### config.mk
export PLATFORM = sky130hd
export DESIGN_NAME = lcdcd_top
export DESIGN_NICKNAME = d
export VERILOG_FILES = /design/src/hdl/lcdcd_pkg.sv /design/src/hdl/lcdcd_serial_rx.sv /design/src/hdl/lcdcd_top.sv
export VERILOG_INCLUDE_DIRS = /design/src /design/src/hdl
export SDC_FILE = /design/constraint.sdc
export NUM_CORES = 1
export LEC_CHECK = 0
export ABC_AREA = 1
export BUFFER_PORTS_ARGS = -buffer_cell sky130_fd_sc_hd__buf_2
export CAP_MARGIN = 20
export CORE_ASPECT_RATIO = 1.5
export CORE_MARGIN = 2
export CORE_UTILIZATION = 35
export CTS_CLUSTER_SIZE = 16
export DETAILED_ROUTE_END_ITERATION = 10
export GPL_TIMING_DRIVEN = 0
export RECOVER_POWER = 50
export SLEW_MARGIN = 20
export SYNTH_ARGS = -nofsm -noshare
export SYNTH_HDL_FRONTEND = slang
export SYNTH_SLANG_ARGS = --single-unit
### constraint.sdc
create_clock -name pclk -period 1.57 [get_ports pclk]
set_input_delay 0.0785 -clock pclk [delete_from_list [all_inputs] [get_ports pclk]]
set_output_delay 0.0785 -clock pclk [all_outputs]
set_load 0.01 [all_outputs]
### src/hdl/lcdcd_cfg.svh
// constants for the lcd command decoder: opcodes, masks, fields, offsets, timing
// assumes inclusion by bare name from the package and the design modules
`ifndef LCDCD_CFG_SVH
`define LCDCD_CFG_SVH

// command opcodes and compare masks
`define LCDCD_M_FULL      8'hFF
`define LCDCD_M_BIT0      8'hFE
`define LCDCD_M_LOW3      8'hF8
`define LCDCD_M_NIB       8'hF0
`define LCDCD_M_LOW6      8'hC0
`define LCDCD_OP_DISP     8'hAE
`define LCDCD_OP_REV      8'hA6
`define LCDCD_OP_ALLON    8'hA4
`define LCDCD_OP_BIAS     8'hA2
`define LCDCD_OP_RMW      8'hE0
`define LCDCD_OP_END      8'hEE
`define LCDCD_OP_RESET    8'hE2
`define LCDCD_OP_NOP      8'hE3
`define LCDCD_OP_OSC      8'hE4
`define LCDCD_OP_SCAN     8'hC0
`define LCDCD_OP_PWR      8'h28
`define LCDCD_OP_RATIO    8'h20
`define LCDCD_OP_VOL      8'h81
`define LCDCD_OP_IND      8'hAC
`define LCDCD_OP_PART     8'h82
`define LCDCD_OP_START    8'h40
`define LCDCD_OP_PAGE     8'hB0
`define LCDCD_OP_COLH     8'h10
`define LCDCD_OP_COLL     8'h00
`define LCDCD_OP_TEST     8'hF0

// field positions inside command bytes
`define LCDCD_FLAG_BIT    0
`define LCDCD_SCAN_BIT    3
`define LCDCD_FOLLOW_BIT  0
`define LCDCD_REGUL_BIT   1
`define LCDCD_BOOST_BIT   2

// reset values
`define LCDCD_VOL_RST     6'h00
`define LCDCD_RATIO_RST   3'h0
`define LCDCD_PWR_RST     3'h0
`define LCDCD_IND_RST     2'h0
`define LCDCD_COL_RST     8'h00
`define LCDCD_COL_MAX     8'h83
`define LCDCD_PAGE_RST    4'h0
`define LCDCD_LINE_RST    6'h00

// indicator drive codes
`define LCDCD_IND_OFF     2'h0
`define LCDCD_IND_FAST    2'h1
`define LCDCD_IND_SLOW    2'h2
`define LCDCD_IND_STEADY  2'h3

// apb register byte offsets
`define LCDCD_REG_CTRL    12'h000
`define LCDCD_REG_STATUS  12'h004
`define LCDCD_REG_SETUP   12'h008
`define LCDCD_REG_ADDR    12'h00C
`define LCDCD_CTRL_RDSTB  0

// timing
`define LCDCD_CLK_KHZ     50000
`define LCDCD_BLINK_FAST_MS 500
`define LCDCD_BLINK_SLOW_MS 1000

`endif

### src/hdl/lcdcd_pkg.sv
// types shared by the lcd command decoder modules
// assumes lcdcd_cfg.svh sits beside this file
`include "lcdcd_cfg.svh"
package lcdcd_pkg;
	typedef logic [7:0] lcdcd_byte_t;
	typedef enum logic [1:0] {
		PS_ACTIVE,
		PS_STANDBY,
		PS_SLEEP
	} lcdcd_psave_e;
endpackage

### src/hdl/lcdcd_serial_rx.sv
// serial byte receiver of the lcd command decoder
// assumes clock, data, select and command/data line come asynchronously from the host
`timescale 1ns/100ps
`include "lcdcd_cfg.svh"
module lcdcd_serial_rx
	import lcdcd_pkg::*;
#(
	parameter int BITS = 8
) (
	input  wire logic        pclk,
	input  wire logic        presetn,
	input  wire logic        serial_clk,
	input  wire logic        serial_data,
	input  wire logic        chip_sel_n,
	input  wire logic        cmd_data_select,
	output logic             byte_valid,
	output lcdcd_byte_t      byte_data,
	output logic             byte_is_cmd
);
	logic [3:0]      sync_a;
	logic [3:0]      sync_b;
	logic            clk_prev;
	logic [BITS-2:0] shift;
	logic [2:0]      count;
	logic            rise;

	// two-stage synchroniser for all host pins
	always_ff @(posedge pclk or negedge presetn) begin
		if (!presetn) begin
			sync_a <= 4'h2;
			sync_b <= 4'h2;
		end else begin
			sync_a <= {cmd_data_select, serial_data, chip_sel_n, serial_clk};
			sync_b <= sync_a;
		end
	end

	// rising edge of the link clock, found on the second stage only
	always_ff @(posedge pclk or negedge presetn) begin
		if (!presetn) begin
			clk_prev <= 1'b0;
		end else begin
			clk_prev <= sync_b[0];
		end
	end
	assign rise = sync_b[0] & ~clk_prev;

	// msb-first shift; deselect restarts the byte
	always_ff @(posedge pclk or negedge presetn) begin
		if (!presetn) begin
			shift       <= '0;
			count       <= 3'h0;
			byte_valid  <= 1'b0;
			byte_data   <= 8'h00;
			byte_is_cmd <= 1'b0;
		end else begin
			byte_valid <= 1'b0;
			if (sync_b[1]) begin
				count <= 3'h0;
			end else if (rise) begin
				shift <= {shift[BITS-3:0], sync_b[2]};
				count <= count + 3'h1;
				if (count == 3'(BITS - 1)) begin
					byte_valid  <= 1'b1;
					byte_data   <= {shift, sync_b[2]};
					byte_is_cmd <= ~sync_b[3];
				end
			end
		end
	end
endmodule

### src/hdl/lcdcd_top.sv
// lcd command decoder: serial command interpreter with apb status and control
// assumes host serial pins and hardware reset pin are asynchronous to pclk
//
// The address map and the APB slave port were decided locally.
`timescale 1ns/100ps
`include "lcdcd_cfg.svh"
module lcdcd_top
	import lcdcd_pkg::*;
#(
	parameter int FAST_CYC = `LCDCD_BLINK_FAST_MS * `LCDCD_CLK_KHZ,
	parameter int SLOW_CYC = `LCDCD_BLINK_SLOW_MS * `LCDCD_CLK_KHZ
) (
	input  wire logic        pclk,
	input  wire logic        presetn,
	input  wire logic        psel,
	input  wire logic        penable,
	input  wire logic        pwrite,
	input  wire logic [11:0] paddr,
	input  wire logic [31:0] pwdata,
	output logic [31:0]      prdata,
	output logic             pready,
	output logic             pslverr,
	input  wire logic        hw_reset_n,
	input  wire logic        serial_clk,
	input  wire logic        serial_data,
	input  wire logic        chip_sel_n,
	input  wire logic        cmd_data_select,
	input  wire logic        duty_strap_lo,
	input  wire logic        duty_strap_hi,
	input  wire logic        ram_bit,
	output logic             pixel_drive,
	output logic             drive_active,
	output logic             osc_run,
	output logic             osc_slow,
	output logic             follower_en,
	output logic             regulator_en,
	output logic             booster_en,
	output logic             bias_seventh,
	output logic             scan_reverse,
	output logic [2:0]       reg_ratio,
	output logic [5:0]       volume,
	output logic             indicator_segment_terminal,
	output logic             partial_mode,
	output logic [1:0]       max_duty,
	output logic [7:0]       column,
	output logic [3:0]       page,
	output logic [5:0]       start_line
);
	lcdcd_byte_t  rx_data;
	logic         rx_valid;
	logic         rx_cmd;
	logic [1:0]   hw_sync;
	logic [1:0]   strap_a;
	logic         hw_init;
	logic         cmd_go;
	logic         data_go;
	logic         soft_rst;
	logic         disp_on;
	logic         reverse;
	logic         all_on;
	logic         ind_on;
	logic [1:0]   ind_mode;
	logic         vol_pending;
	logic         ind_pending;
	logic         rmw;
	logic [7:0]   rmw_col;
	logic         test_mode;
	logic [2:0]   power_ctl;
	logic         force_sleep;
	logic         rd_strobe;
	logic         power_save;
	lcdcd_psave_e next_ps;
	lcdcd_psave_e ps;
	logic [31:0]  blink_cnt;
	logic         blink_fast;
	logic         blink_slow;
	logic         apb_setup;
	logic         apb_wr;

	// opcode compare under a mask
	function automatic logic op_is(input lcdcd_byte_t b, input lcdcd_byte_t op, input lcdcd_byte_t m);
		op_is = ((b & m) == op);
	endfunction

	// next column with wrap past the last address
	function automatic logic [7:0] col_step(input logic [7:0] c);
		col_step = (c == `LCDCD_COL_MAX) ? `LCDCD_COL_RST : c + 8'h01;
	endfunction

	lcdcd_serial_rx #(
		.BITS            (8)
	) u_rx (
		.pclk            (pclk),
		.presetn         (presetn),
		.serial_clk      (serial_clk),
		.serial_data     (serial_data),
		.chip_sel_n      (chip_sel_n),
		.cmd_data_select (cmd_data_select),
		.byte_valid      (rx_valid),
		.byte_data       (rx_data),
		.byte_is_cmd     (rx_cmd)
	);

	// hardware reset pin and duty straps pass two flops
	always_ff @(posedge pclk or negedge presetn) begin
		if (!presetn) begin
			hw_sync  <= 2'h0;
			strap_a  <= 2'h0;
			max_duty <= 2'h0;
		end else begin
			hw_sync  <= {hw_sync[0], hw_reset_n};
			strap_a  <= {duty_strap_hi, duty_strap_lo};
			max_duty <= strap_a;
		end
	end
	assign hw_init = ~hw_sync[1];

	// pending second bytes swallow the next command byte
	assign cmd_go   = rx_valid & rx_cmd & ~vol_pending & ~ind_pending;
	assign data_go  = rx_valid & ~rx_cmd;
	assign soft_rst = cmd_go & op_is(rx_data, `LCDCD_OP_RESET, `LCDCD_M_FULL);

	// display flags and single-byte settings
	always_ff @(posedge pclk or negedge presetn) begin
		if (!presetn) begin
			disp_on      <= 1'b0;
			reverse      <= 1'b0;
			all_on       <= 1'b0;
			bias_seventh <= 1'b0;
			osc_slow     <= 1'b0;
			partial_mode <= 1'b0;
		end else if (hw_init) begin
			disp_on      <= 1'b0;
			reverse      <= 1'b0;
			all_on       <= 1'b0;
			bias_seventh <= 1'b0;
			osc_slow     <= 1'b0;
			partial_mode <= 1'b0;
		end else if (cmd_go) begin
			if (op_is(rx_data, `LCDCD_OP_DISP, `LCDCD_M_BIT0))
				disp_on <= rx_data[`LCDCD_FLAG_BIT];
			if (op_is(rx_data, `LCDCD_OP_REV, `LCDCD_M_BIT0))
				reverse <= rx_data[`LCDCD_FLAG_BIT];
			if (op_is(rx_data, `LCDCD_OP_ALLON, `LCDCD_M_BIT0))
				all_on <= rx_data[`LCDCD_FLAG_BIT];
			if (op_is(rx_data, `LCDCD_OP_BIAS, `LCDCD_M_BIT0))
				bias_seventh <= rx_data[`LCDCD_FLAG_BIT];
			if (op_is(rx_data, `LCDCD_OP_OSC, `LCDCD_M_BIT0))
				osc_slow <= rx_data[`LCDCD_FLAG_BIT];
			if (op_is(rx_data, `LCDCD_OP_PART, `LCDCD_M_BIT0))
				partial_mode <= rx_data[`LCDCD_FLAG_BIT];
		end
	end

	// power circuit field survives software reset
	always_ff @(posedge pclk or negedge presetn) begin
		if (!presetn) begin
			power_ctl <= `LCDCD_PWR_RST;
		end else if (hw_init) begin
			power_ctl <= `LCDCD_PWR_RST;
		end else if (cmd_go && op_is(rx_data, `LCDCD_OP_PWR, `LCDCD_M_LOW3)) begin
			power_ctl <= rx_data[2:0];
		end
	end

	// settings cleared by software reset
	always_ff @(posedge pclk or negedge presetn) begin
		if (!presetn) begin
			scan_reverse <= 1'b0;
			reg_ratio    <= `LCDCD_RATIO_RST;
			volume       <= `LCDCD_VOL_RST;
			ind_mode     <= `LCDCD_IND_RST;
			test_mode    <= 1'b0;
			start_line   <= `LCDCD_LINE_RST;
			page         <= `LCDCD_PAGE_RST;
		end else if (hw_init || soft_rst) begin
			scan_reverse <= 1'b0;
			reg_ratio    <= `LCDCD_RATIO_RST;
			volume       <= `LCDCD_VOL_RST;
			ind_mode     <= `LCDCD_IND_RST;
			test_mode    <= 1'b0;
			start_line   <= `LCDCD_LINE_RST;
			page         <= `LCDCD_PAGE_RST;
		end else if (rx_valid && rx_cmd && vol_pending) begin
			volume <= rx_data[5:0];
		end else if (rx_valid && rx_cmd && ind_pending) begin
			ind_mode <= rx_data[1:0];
		end else if (cmd_go) begin
			if (op_is(rx_data, `LCDCD_OP_SCAN, `LCDCD_M_NIB))
				scan_reverse <= rx_data[`LCDCD_SCAN_BIT];
			if (op_is(rx_data, `LCDCD_OP_RATIO, `LCDCD_M_LOW3))
				reg_ratio <= rx_data[2:0];
			if (op_is(rx_data, `LCDCD_OP_START, `LCDCD_M_LOW6))
				start_line <= rx_data[5:0];
			if (op_is(rx_data, `LCDCD_OP_PAGE, `LCDCD_M_NIB))
				page <= rx_data[3:0];
			if (op_is(rx_data, `LCDCD_OP_TEST, `LCDCD_M_NIB))
				test_mode <= (rx_data != `LCDCD_OP_TEST);
		end
	end

	// two-byte command locks
	always_ff @(posedge pclk or negedge presetn) begin
		if (!presetn) begin
			vol_pending <= 1'b0;
			ind_pending <= 1'b0;
			ind_on      <= 1'b0;
		end else if (hw_init) begin
			vol_pending <= 1'b0;
			ind_pending <= 1'b0;
			ind_on      <= 1'b0;
		end else if (rx_valid && rx_cmd && (vol_pending || ind_pending)) begin
			vol_pending <= 1'b0;
			ind_pending <= 1'b0;
		end else if (cmd_go) begin
			if (op_is(rx_data, `LCDCD_OP_VOL, `LCDCD_M_FULL))
				vol_pending <= 1'b1;
			if (op_is(rx_data, `LCDCD_OP_IND, `LCDCD_M_BIT0)) begin
				ind_on      <= rx_data[`LCDCD_FLAG_BIT];
				ind_pending <= rx_data[`LCDCD_FLAG_BIT];
			end
		end
	end

	// column counter with read-modify-write save and restore
	always_ff @(posedge pclk or negedge presetn) begin
		if (!presetn) begin
			column  <= `LCDCD_COL_RST;
			rmw     <= 1'b0;
			rmw_col <= `LCDCD_COL_RST;
		end else if (hw_init || soft_rst) begin
			column <= `LCDCD_COL_RST;
			rmw    <= 1'b0;
		end else if (cmd_go && op_is(rx_data, `LCDCD_OP_RMW, `LCDCD_M_FULL)) begin
			rmw     <= 1'b1;
			rmw_col <= column;
		end else if (cmd_go && op_is(rx_data, `LCDCD_OP_END, `LCDCD_M_FULL)) begin
			rmw <= 1'b0;
			if (rmw)
				column <= rmw_col;
		end else if (cmd_go && op_is(rx_data, `LCDCD_OP_COLH, `LCDCD_M_NIB)) begin
			column <= {rx_data[3:0], column[3:0]};
		end else if (cmd_go && op_is(rx_data, `LCDCD_OP_COLL, `LCDCD_M_NIB)) begin
			column <= {column[7:4], rx_data[3:0]};
		end else if (data_go || (rd_strobe && !rmw)) begin
			column <= col_step(column);
		end
	end

	// power save selection: sleep or standby
	assign power_save = ~disp_on & all_on;
	always_comb begin
		next_ps = PS_ACTIVE;
		if (power_save)
			next_ps = (ind_on && !force_sleep) ? PS_STANDBY : PS_SLEEP;
	end

	always_ff @(posedge pclk or negedge presetn) begin
		if (!presetn) begin
			ps <= PS_ACTIVE;
		end else begin
			ps <= next_ps;
		end
	end

	// software reset in standby forces sleep until power save ends
	always_ff @(posedge pclk or negedge presetn) begin
		if (!presetn) begin
			force_sleep <= 1'b0;
		end else if (hw_init || !power_save) begin
			force_sleep <= 1'b0;
		end else if (soft_rst && ps == PS_STANDBY) begin
			force_sleep <= 1'b1;
		end
	end

	// panel drive and supply gating
	always_comb begin
		case (ps)
			PS_ACTIVE: begin
				drive_active = 1'b1;
				osc_run      = 1'b1;
			end
			PS_STANDBY: begin
				drive_active = 1'b0;
				osc_run      = 1'b1;
			end
			PS_SLEEP: begin
				drive_active = 1'b0;
				osc_run      = 1'b0;
			end
			default: begin
				drive_active = 1'b0;
				osc_run      = 1'b0;
			end
		endcase
	end
	assign follower_en  = drive_active & power_ctl[`LCDCD_FOLLOW_BIT];
	assign regulator_en = drive_active & power_ctl[`LCDCD_REGUL_BIT];
	assign booster_en   = drive_active & power_ctl[`LCDCD_BOOST_BIT];

	// pixel level from ram bit, reverse and all-on
	always_ff @(posedge pclk or negedge presetn) begin
		if (!presetn) begin
			pixel_drive <= 1'b0;
		end else begin
			pixel_drive <= drive_active & disp_on & (all_on | (ram_bit ^ reverse));
		end
	end

	// blink timer for the static indicator
	always_ff @(posedge pclk or negedge presetn) begin
		if (!presetn) begin
			blink_cnt  <= 32'h0000_0000;
			blink_fast <= 1'b0;
			blink_slow <= 1'b0;
		end else if (!osc_run) begin
			blink_cnt <= 32'h0000_0000;
		end else begin
			blink_cnt <= (blink_cnt == 32'(SLOW_CYC - 1)) ? 32'h0000_0000 : blink_cnt + 32'h0000_0001;
			if (blink_cnt == 32'(FAST_CYC - 1) || blink_cnt == 32'(SLOW_CYC - 1))
				blink_fast <= ~blink_fast;
			if (blink_cnt == 32'(SLOW_CYC - 1))
				blink_slow <= ~blink_slow;
		end
	end

	// indicator terminal runs in standby, stops in sleep
	always_ff @(posedge pclk or negedge presetn) begin
		if (!presetn) begin
			indicator_segment_terminal <= 1'b0;
		end else if (!ind_on || ps == PS_SLEEP) begin
			indicator_segment_terminal <= 1'b0;
		end else begin
			case (ind_mode)
				`LCDCD_IND_FAST:   indicator_segment_terminal <= blink_fast;
				`LCDCD_IND_SLOW:   indicator_segment_terminal <= blink_slow;
				`LCDCD_IND_STEADY: indicator_segment_terminal <= 1'b1;
				default:           indicator_segment_terminal <= 1'b0;
			endcase
		end
	end

	// apb slave: zero wait, read data captured in setup
	assign apb_setup = psel & ~penable;
	assign apb_wr    = psel & penable & pwrite;
	assign pready    = 1'b1;
	always_ff @(posedge pclk or negedge presetn) begin
		if (!presetn) begin
			prdata    <= 32'h0000_0000;
			pslverr   <= 1'b0;
			rd_strobe <= 1'b0;
		end else begin
			rd_strobe <= apb_wr && paddr == `LCDCD_REG_CTRL && pwdata[`LCDCD_CTRL_RDSTB];
			if (apb_setup) begin
				pslverr <= 1'b0;
				prdata  <= 32'h0000_0000;
				case (paddr)
					`LCDCD_REG_CTRL:   prdata <= 32'h0000_0000;
					`LCDCD_REG_STATUS: prdata <= {20'h0_0000, test_mode, partial_mode, osc_slow,
						rmw, ind_on, all_on, reverse, disp_on, vol_pending, ind_pending, ps};
					`LCDCD_REG_SETUP:  prdata <= {10'h000, scan_reverse, bias_seventh, 2'h0, ind_mode,
						1'b0, power_ctl, 1'b0, reg_ratio, 2'h0, volume};
					`LCDCD_REG_ADDR:   prdata <= {10'h000, start_line, 4'h0, page, column};
					default:           pslverr <= 1'b1;
				endcase
			end
		end
	end

	// checks
	a_vol_load: assert property (@(posedge pclk) disable iff (!presetn)
		(vol_pending && rx_valid && rx_cmd && !hw_init && !soft_rst) |=> (!vol_pending && volume == $past(rx_data[5:0])))
		else $error("volume byte not loaded");
	a_ind_lock: assert property (@(posedge pclk) disable iff (!presetn)
		(ind_pending && rx_valid && rx_cmd && !hw_init && !rd_strobe)
		|=> (!ind_pending && $stable(disp_on) && $stable(column)))
		else $error("indicator register byte ran as command");
	a_rmw_restore: assert property (@(posedge pclk) disable iff (!presetn)
		(rmw && cmd_go && rx_data == `LCDCD_OP_END && !hw_init) |=> (column == $past(rmw_col) && !rmw))
		else $error("end did not restore column");
	a_rmw_read_hold: assert property (@(posedge pclk) disable iff (!presetn)
		(rmw && rd_strobe && !rx_valid && !hw_init) |=> $stable(column))
		else $error("read advanced column in rmw");
	a_soft_keep_pwr: assert property (@(posedge pclk) disable iff (!presetn)
		(soft_rst && !hw_init) |=> (power_ctl == $past(power_ctl) && volume == `LCDCD_VOL_RST))
		else $error("soft reset changed power field");
	a_sleep_stop: assert property (@(posedge pclk) disable iff (!presetn)
		(ps == PS_SLEEP) |-> (!osc_run && !follower_en && !booster_en) ##1 !pixel_drive)
		else $error("sleep left circuits running");
	a_standby_ind: assert property (@(posedge pclk) disable iff (!presetn)
		(ps == PS_STANDBY && ind_mode == `LCDCD_IND_STEADY && ind_on) |=> (indicator_segment_terminal || ps != PS_STANDBY))
		else $error("standby stopped indicator");
	a_psave_entry: assert property (@(posedge pclk) disable iff (!presetn)
		(!disp_on && all_on) |=> (ps != PS_ACTIVE && !drive_active))
		else $error("power save not entered");
	a_stby_to_sleep: assert property (@(posedge pclk) disable iff (!presetn)
		(ps == PS_STANDBY && soft_rst && power_save && !hw_init) |=> ##1 (ps == PS_SLEEP || !power_save))
		else $error("reset in standby did not sleep");
	a_normal_pixel: assert property (@(posedge pclk) disable iff (!presetn)
		(drive_active && disp_on && !all_on && !reverse) |=> (pixel_drive == $past(ram_bit)))
		else $error("normal pixel mismatch");
endmodule

==> flow_results.xml <==
<?xml version="1.0" encoding="UTF-8"?>
<metrics>
  <group name="setup_path">
    <metric name="worstPathRequired" unit="ps">1890</metric>
    <metric name="worst_setup_path_end_kind" unit="">register</metric>
    <metric name="ff2ff_setup_slack" unit="ps">-80</metric>
    <metric name="crit_type" unit="">register to register</metric>
    <metric name="arrival_time_at_the_worst_endpoint" unit="ps">1980</metric>
    <metric name="r2r-start" unit="">u_rx.byte_is_cmd</metric>
    <metric name="critPathLaunchType" unit="">register</metric>
    <metric name="worst-r2r-cell-count" unit="">9</metric>
    <metric name="regToRegEndpoint" unit="">rmw_col[6]</metric>
    <metric name="critical_path.max_fanout" unit="">7</metric>
  </group>
  <group name="run">
    <metric name="maxCapViolations" unit="">0</metric>
  </group>
  <group name="route">
    <metric name="ant_nets" unit="">0</metric>
    <metric name="via_per_inst" unit="">5.06</metric>
    <metric name="drt_wl_cell" unit="um">16.8</metric>
    <metric name="router_iterations_before_antenna_repair" unit="">5</metric>
    <metric name="drt_iter0_markers" unit="">608</metric>
    <metric name="post_detailed_routing_wire_length" unit="um">24300</metric>
    <metric name="dr_total_vias" unit="">7318</metric>
    <metric name="drt_drc_violations_left" unit="">0</metric>
  </group>
  <group name="finish">
    <metric name="final_layout_size_suffix_gt1_frac" unit="">0.330</metric>
    <metric name="fin_nets" unit="">1226</metric>
    <metric name="antenna_cells" unit="">0</metric>
    <metric name="post-route-util" unit="">0.506</metric>
    <metric name="post_synthesis_to_final_layout_area_growth" unit="%">42.0</metric>
    <metric name="final_design_area_no_fill" unit="um^2">10700</metric>
  </group>
  <group name="hold_path">
    <metric name="min_path_type" unit="">input port to register</metric>
    <metric name="hold_path_end" unit="">prdata[3]</metric>
    <metric name="hold_path_depth" unit="">4</metric>
    <metric name="hp-start" unit="">penable</metric>
  </group>
  <group name="synth">
    <metric name="cells_after_synthesis" unit="">958</metric>
    <metric name="synth_edf_count" unit="">0</metric>
    <metric name="synth_area_per_cell" unit="um^2">7.83</metric>
    <metric name="yosysSeqAreaShare" unit="">0.497</metric>
    <metric name="synth.yosys.warnings" unit="">0</metric>
    <metric name="ys_async_sr_fraction" unit="">1.00</metric>
    <metric name="postSynth.topFlopCell" unit="">sky130_fd_sc_hd__dfrtp_1</metric>
    <metric name="ff_latch_count_synth" unit="">149</metric>
    <metric name="yosysUniqueCellTypes" unit="">41</metric>
    <metric name="synth_area" unit="um^2">7500</metric>
  </group>
  <group name="clocking">
    <metric name="h_tree_depth" unit="">4</metric>
    <metric name="clock_latency" unit="ps">440</metric>
    <metric name="cts_tree" unit="">done</metric>
    <metric name="cts-root-buf" unit="">sky130_fd_sc_hd__clkbuf_16</metric>
    <metric name="tritoncts_num_sinks" unit="">149</metric>
    <metric name="worst_setup_hold_path_clk_slew" unit="ps">60</metric>
    <metric name="tritoncts.num_buffers" unit="">17</metric>
    <metric name="cts.path.max_buffers" unit="">2</metric>
  </group>
  <group name="placed_design">
    <metric name="routabilityCongestion" unit="">0.932</metric>
    <metric name="detailed_place_hpwl" unit="um">16400</metric>
    <metric name="place_area" unit="um^2">8350</metric>
    <metric name="io_buffers" unit="">87</metric>
  </group>
  <group name="grt">
    <metric name="grt.overflow.total" unit="">0</metric>
    <metric name="largest_net_degree_at_the_start_of_global_routing" unit="">86</metric>
    <metric name="grt_first_pass_wirelength" unit="um">36100</metric>
    <metric name="grt_pass1_vias" unit="">6910</metric>
    <metric name="track_usage" unit="">0.208</metric>
    <metric name="antenna_found_initial" unit="">0</metric>
  </group>
  <group name="die">
    <metric name="core.rowCount" unit="">65</metric>
    <metric name="die_y" unit="um">183</metric>
    <metric name="die_x" unit="um">124</metric>
    <metric name="initial_utilization" unit="">0.356</metric>
    <metric name="num_io_pins" unit="">131</metric>
    <metric name="core_area" unit="um^2">21100</metric>
    <metric name="die_area" unit="um^2">22600</metric>
  </group>
  <group name="power_and_ir_drop">
    <metric name="share_of_total_power_in_sequential_cells" unit="">0.443</metric>
    <metric name="power.density_cell_area" unit="nW/um^2">839</metric>
    <metric name="p_sw_frac" unit="">0.231</metric>
    <metric name="irDropWorstVdd" unit="mV">0.732</metric>
    <metric name="comb_power_share" unit="">0.055</metric>
    <metric name="clkPwrFrac" unit="">0.502</metric>
    <metric name="power_report.internal_total" unit="mW">6.87</metric>
    <metric name="p_sw" unit="mW">2.07</metric>
    <metric name="cellLeakagePower" unit="nW">4.86</metric>
  </group>
  <group name="status">
    <metric name="failing_checks" unit="">setup timing</metric>
    <metric name="status" unit="">finished, violations left</metric>
  </group>
  <group name="timing">
    <metric name="rsz0062_at_grt" unit="">true</metric>
    <metric name="worst_slack" unit="ps">-84.5</metric>
    <metric name="finalHoldWorstSlack" unit="ps">76.4</metric>
    <metric name="finalClockSkew" unit="ps">9.98</metric>
    <metric name="layout_min_cycle_time" unit="ps">1650</metric>
    <metric name="setup_violations" unit="">36</metric>
    <metric name="fmax" unit="MHz">604</metric>
    <metric name="timing.final.max_slew_violations" unit="">0</metric>
    <metric name="fin_crit_sh" unit="">1.05</metric>
    <metric name="hold_violations" unit="">0</metric>
    <metric name="slew_headroom" unit="">0.406</metric>
    <metric name="worstMarginPinSlew" unit="ps">891</metric>
  </group>
</metrics>
==> power groups by stage <==
stage / combinational (mW) / sequential [mW] / clock, mW
6_report: 0.490 / 3.96 / 4.49
5_1_grt: 0.551 / 3.97 / 4.74
4_1_cts: 0.442 / 3.96 / 4.56
3_5_place_dp: 0.388 / 4.03 / 0
3_3_place_gp: 0.374 / 4.02 / 0
2_1_floorplan: 0.193 / 4.02 / 0
==> final cells by class <==
class,instances,area [um^2]
fillers,2001,10400
clock inverters,13,194
inverters,105,410
clock buffers,19,453
plain buffers,32,263
flip-flops and latches,149,3750
well taps,268,335
multi-input cells,683,4020
repair buffers,176,1220
==> Yosys cell counts (12+ instances only) <==
cell type / instances / area [um^2]
sky130_fd_sc_hd__a21oi_1: 12 / 60.1
sky130_fd_sc_hd__buf_4: 14 / 105
sky130_fd_sc_hd__dfrtp_1: 147 / 3680
sky130_fd_sc_hd__inv_1: 100 / 375
sky130_fd_sc_hd__nand2_1: 267 / 1000
sky130_fd_sc_hd__nand3_1: 53 / 265
sky130_fd_sc_hd__nand4_1: 21 / 131
sky130_fd_sc_hd__nor2_1: 116 / 435
sky130_fd_sc_hd__nor3_1: 21 / 105
sky130_fd_sc_hd__o21ai_0: 78 / 390
sky130_fd_sc_hd__o21ai_1: 16 / 80.1
sky130_fd_sc_hd__xor2_1: 22 / 193
==> kinds of logic after synthesis <==
| logic type | share of synthesized area |
|---|---|
| AO/OA/AOI/OAI | 0.0997 |
| XOR/XNOR | 0.0292 |
| adder cells (fa/ha/maj) | 0.00834 |
| buffers and inverters | 0.0779 |
| flip-flops | 0.497 |
| other | 0.00100 |
| AND/OR/NAND/NOR | 0.287 |
==> critical path, stage by stage, from the launching register on <==
cell and delay (ps):
sky130_fd_sc_hd__dfrtp_1 400, sky130_fd_sc_hd__nand2_2 140, sky130_fd_sc_hd__inv_2 70, sky130_fd_sc_hd__nand2_4 90, sky130_fd_sc_hd__nor2_4 60, sky130_fd_sc_hd__a21oi_4 270, sky130_fd_sc_hd__nand3_4 210, sky130_fd_sc_hd__buf_8 200
sky130_fd_sc_hd__nand2_2 50, sky130_fd_sc_hd__o21ai_2 40
==> through the flow <==
stage / instances / setup slack [ps] / power, mW / setup TNS [ps]
2_1_floorplan: 968 / 39.9 / 4.22 / 0
3_3_place_gp: 1323 / -1800 / 4.40 / -276280
3_5_place_dp: 1324 / -403 / 4.42 / -12020
4_1_cts: 1398 / -35.7 / 8.96 / -201
5_1_grt: 1445 / -187 / 9.25 / -4530
6_report: 1445 / -84.5 / 8.94 / -1490
==> per-layer routing <==
metal | share of wire | up-vias | track usage
met3 | 0.033 | 77 | 0.0376
li1 | - | 3469 | -
met2 | 0.53 | 195 | 0.358
met1 | 0.39 | 3577 | 0.240
met4 | 0.045 | 0 | 0.111
met5 | 0 | - | 0
==> cell usage in the layout, fill, tap and decap left out, types with 16 or more instances in the layout <==
cell type                       instances
sky130_fd_sc_hd__nand2_1              227
sky130_fd_sc_hd__xor2_1                20
sky130_fd_sc_hd__clkbuf_16             19
sky130_fd_sc_hd__buf_4                 68
sky130_fd_sc_hd__nor2_4                25
sky130_fd_sc_hd__dlygate4sd3_1         17
sky130_fd_sc_hd__nand4_1               21
sky130_fd_sc_hd__clkbuf_1              40
sky130_fd_sc_hd__o21ai_2               20
sky130_fd_sc_hd__nand3_2               16
sky130_fd_sc_hd__nand2_2               33
sky130_fd_sc_hd__buf_2                 54
sky130_fd_sc_hd__dfrtp_1              129
sky130_fd_sc_hd__dfrtp_2               18
sky130_fd_sc_hd__nor2_2                28
sky130_fd_sc_hd__o21ai_0               59
sky130_fd_sc_hd__inv_1                 87
sky130_fd_sc_hd__buf_6                 17
sky130_fd_sc_hd__nand3_1               35
sky130_fd_sc_hd__nor2_1                75
==> how the worst max path moves through the flow <==
stage,to,start,depth (start not counted),slack (ps)
finish,rmw_col[6],u_rx.byte_is_cmd,9,-80
global route,column[3],u_rx.byte_data[7],10,-190
CTS,column[6],u_rx.byte_data[2],9,-40
detailed placement,blink_cnt[19],blink_cnt[0],8,-400
global placement,column[3],presetn,1,-1800
floorplan,blink_slow,blink_cnt[0],7,40
==> flip-flops by register name, indices dropped and copies added, names as in the netlist, 3 cells and up <==
register,count
u_rx.sync_a,4
u_rx.shift,7
reg_ratio,3
rmw_col,8
power_ctl,3
blink_cnt,32
volume,6
u_rx.sync_b,4
start_line,6
u_rx.count,3
prdata,21
page,4
column,8
u_rx.byte_data,8
==> repair_timing <==
item | CTS | global route
hold endpoints to repair | 77 | 0
buffers inserted | 24 | 43
resized for setup | 94 | 196
hold buffers | 17 | 0
setup endpoints to repair | 76 | 99
pin swaps | 18 | 53
cloned | 1 | 4
Note: power is estimated with default switching activity, not from simulation.
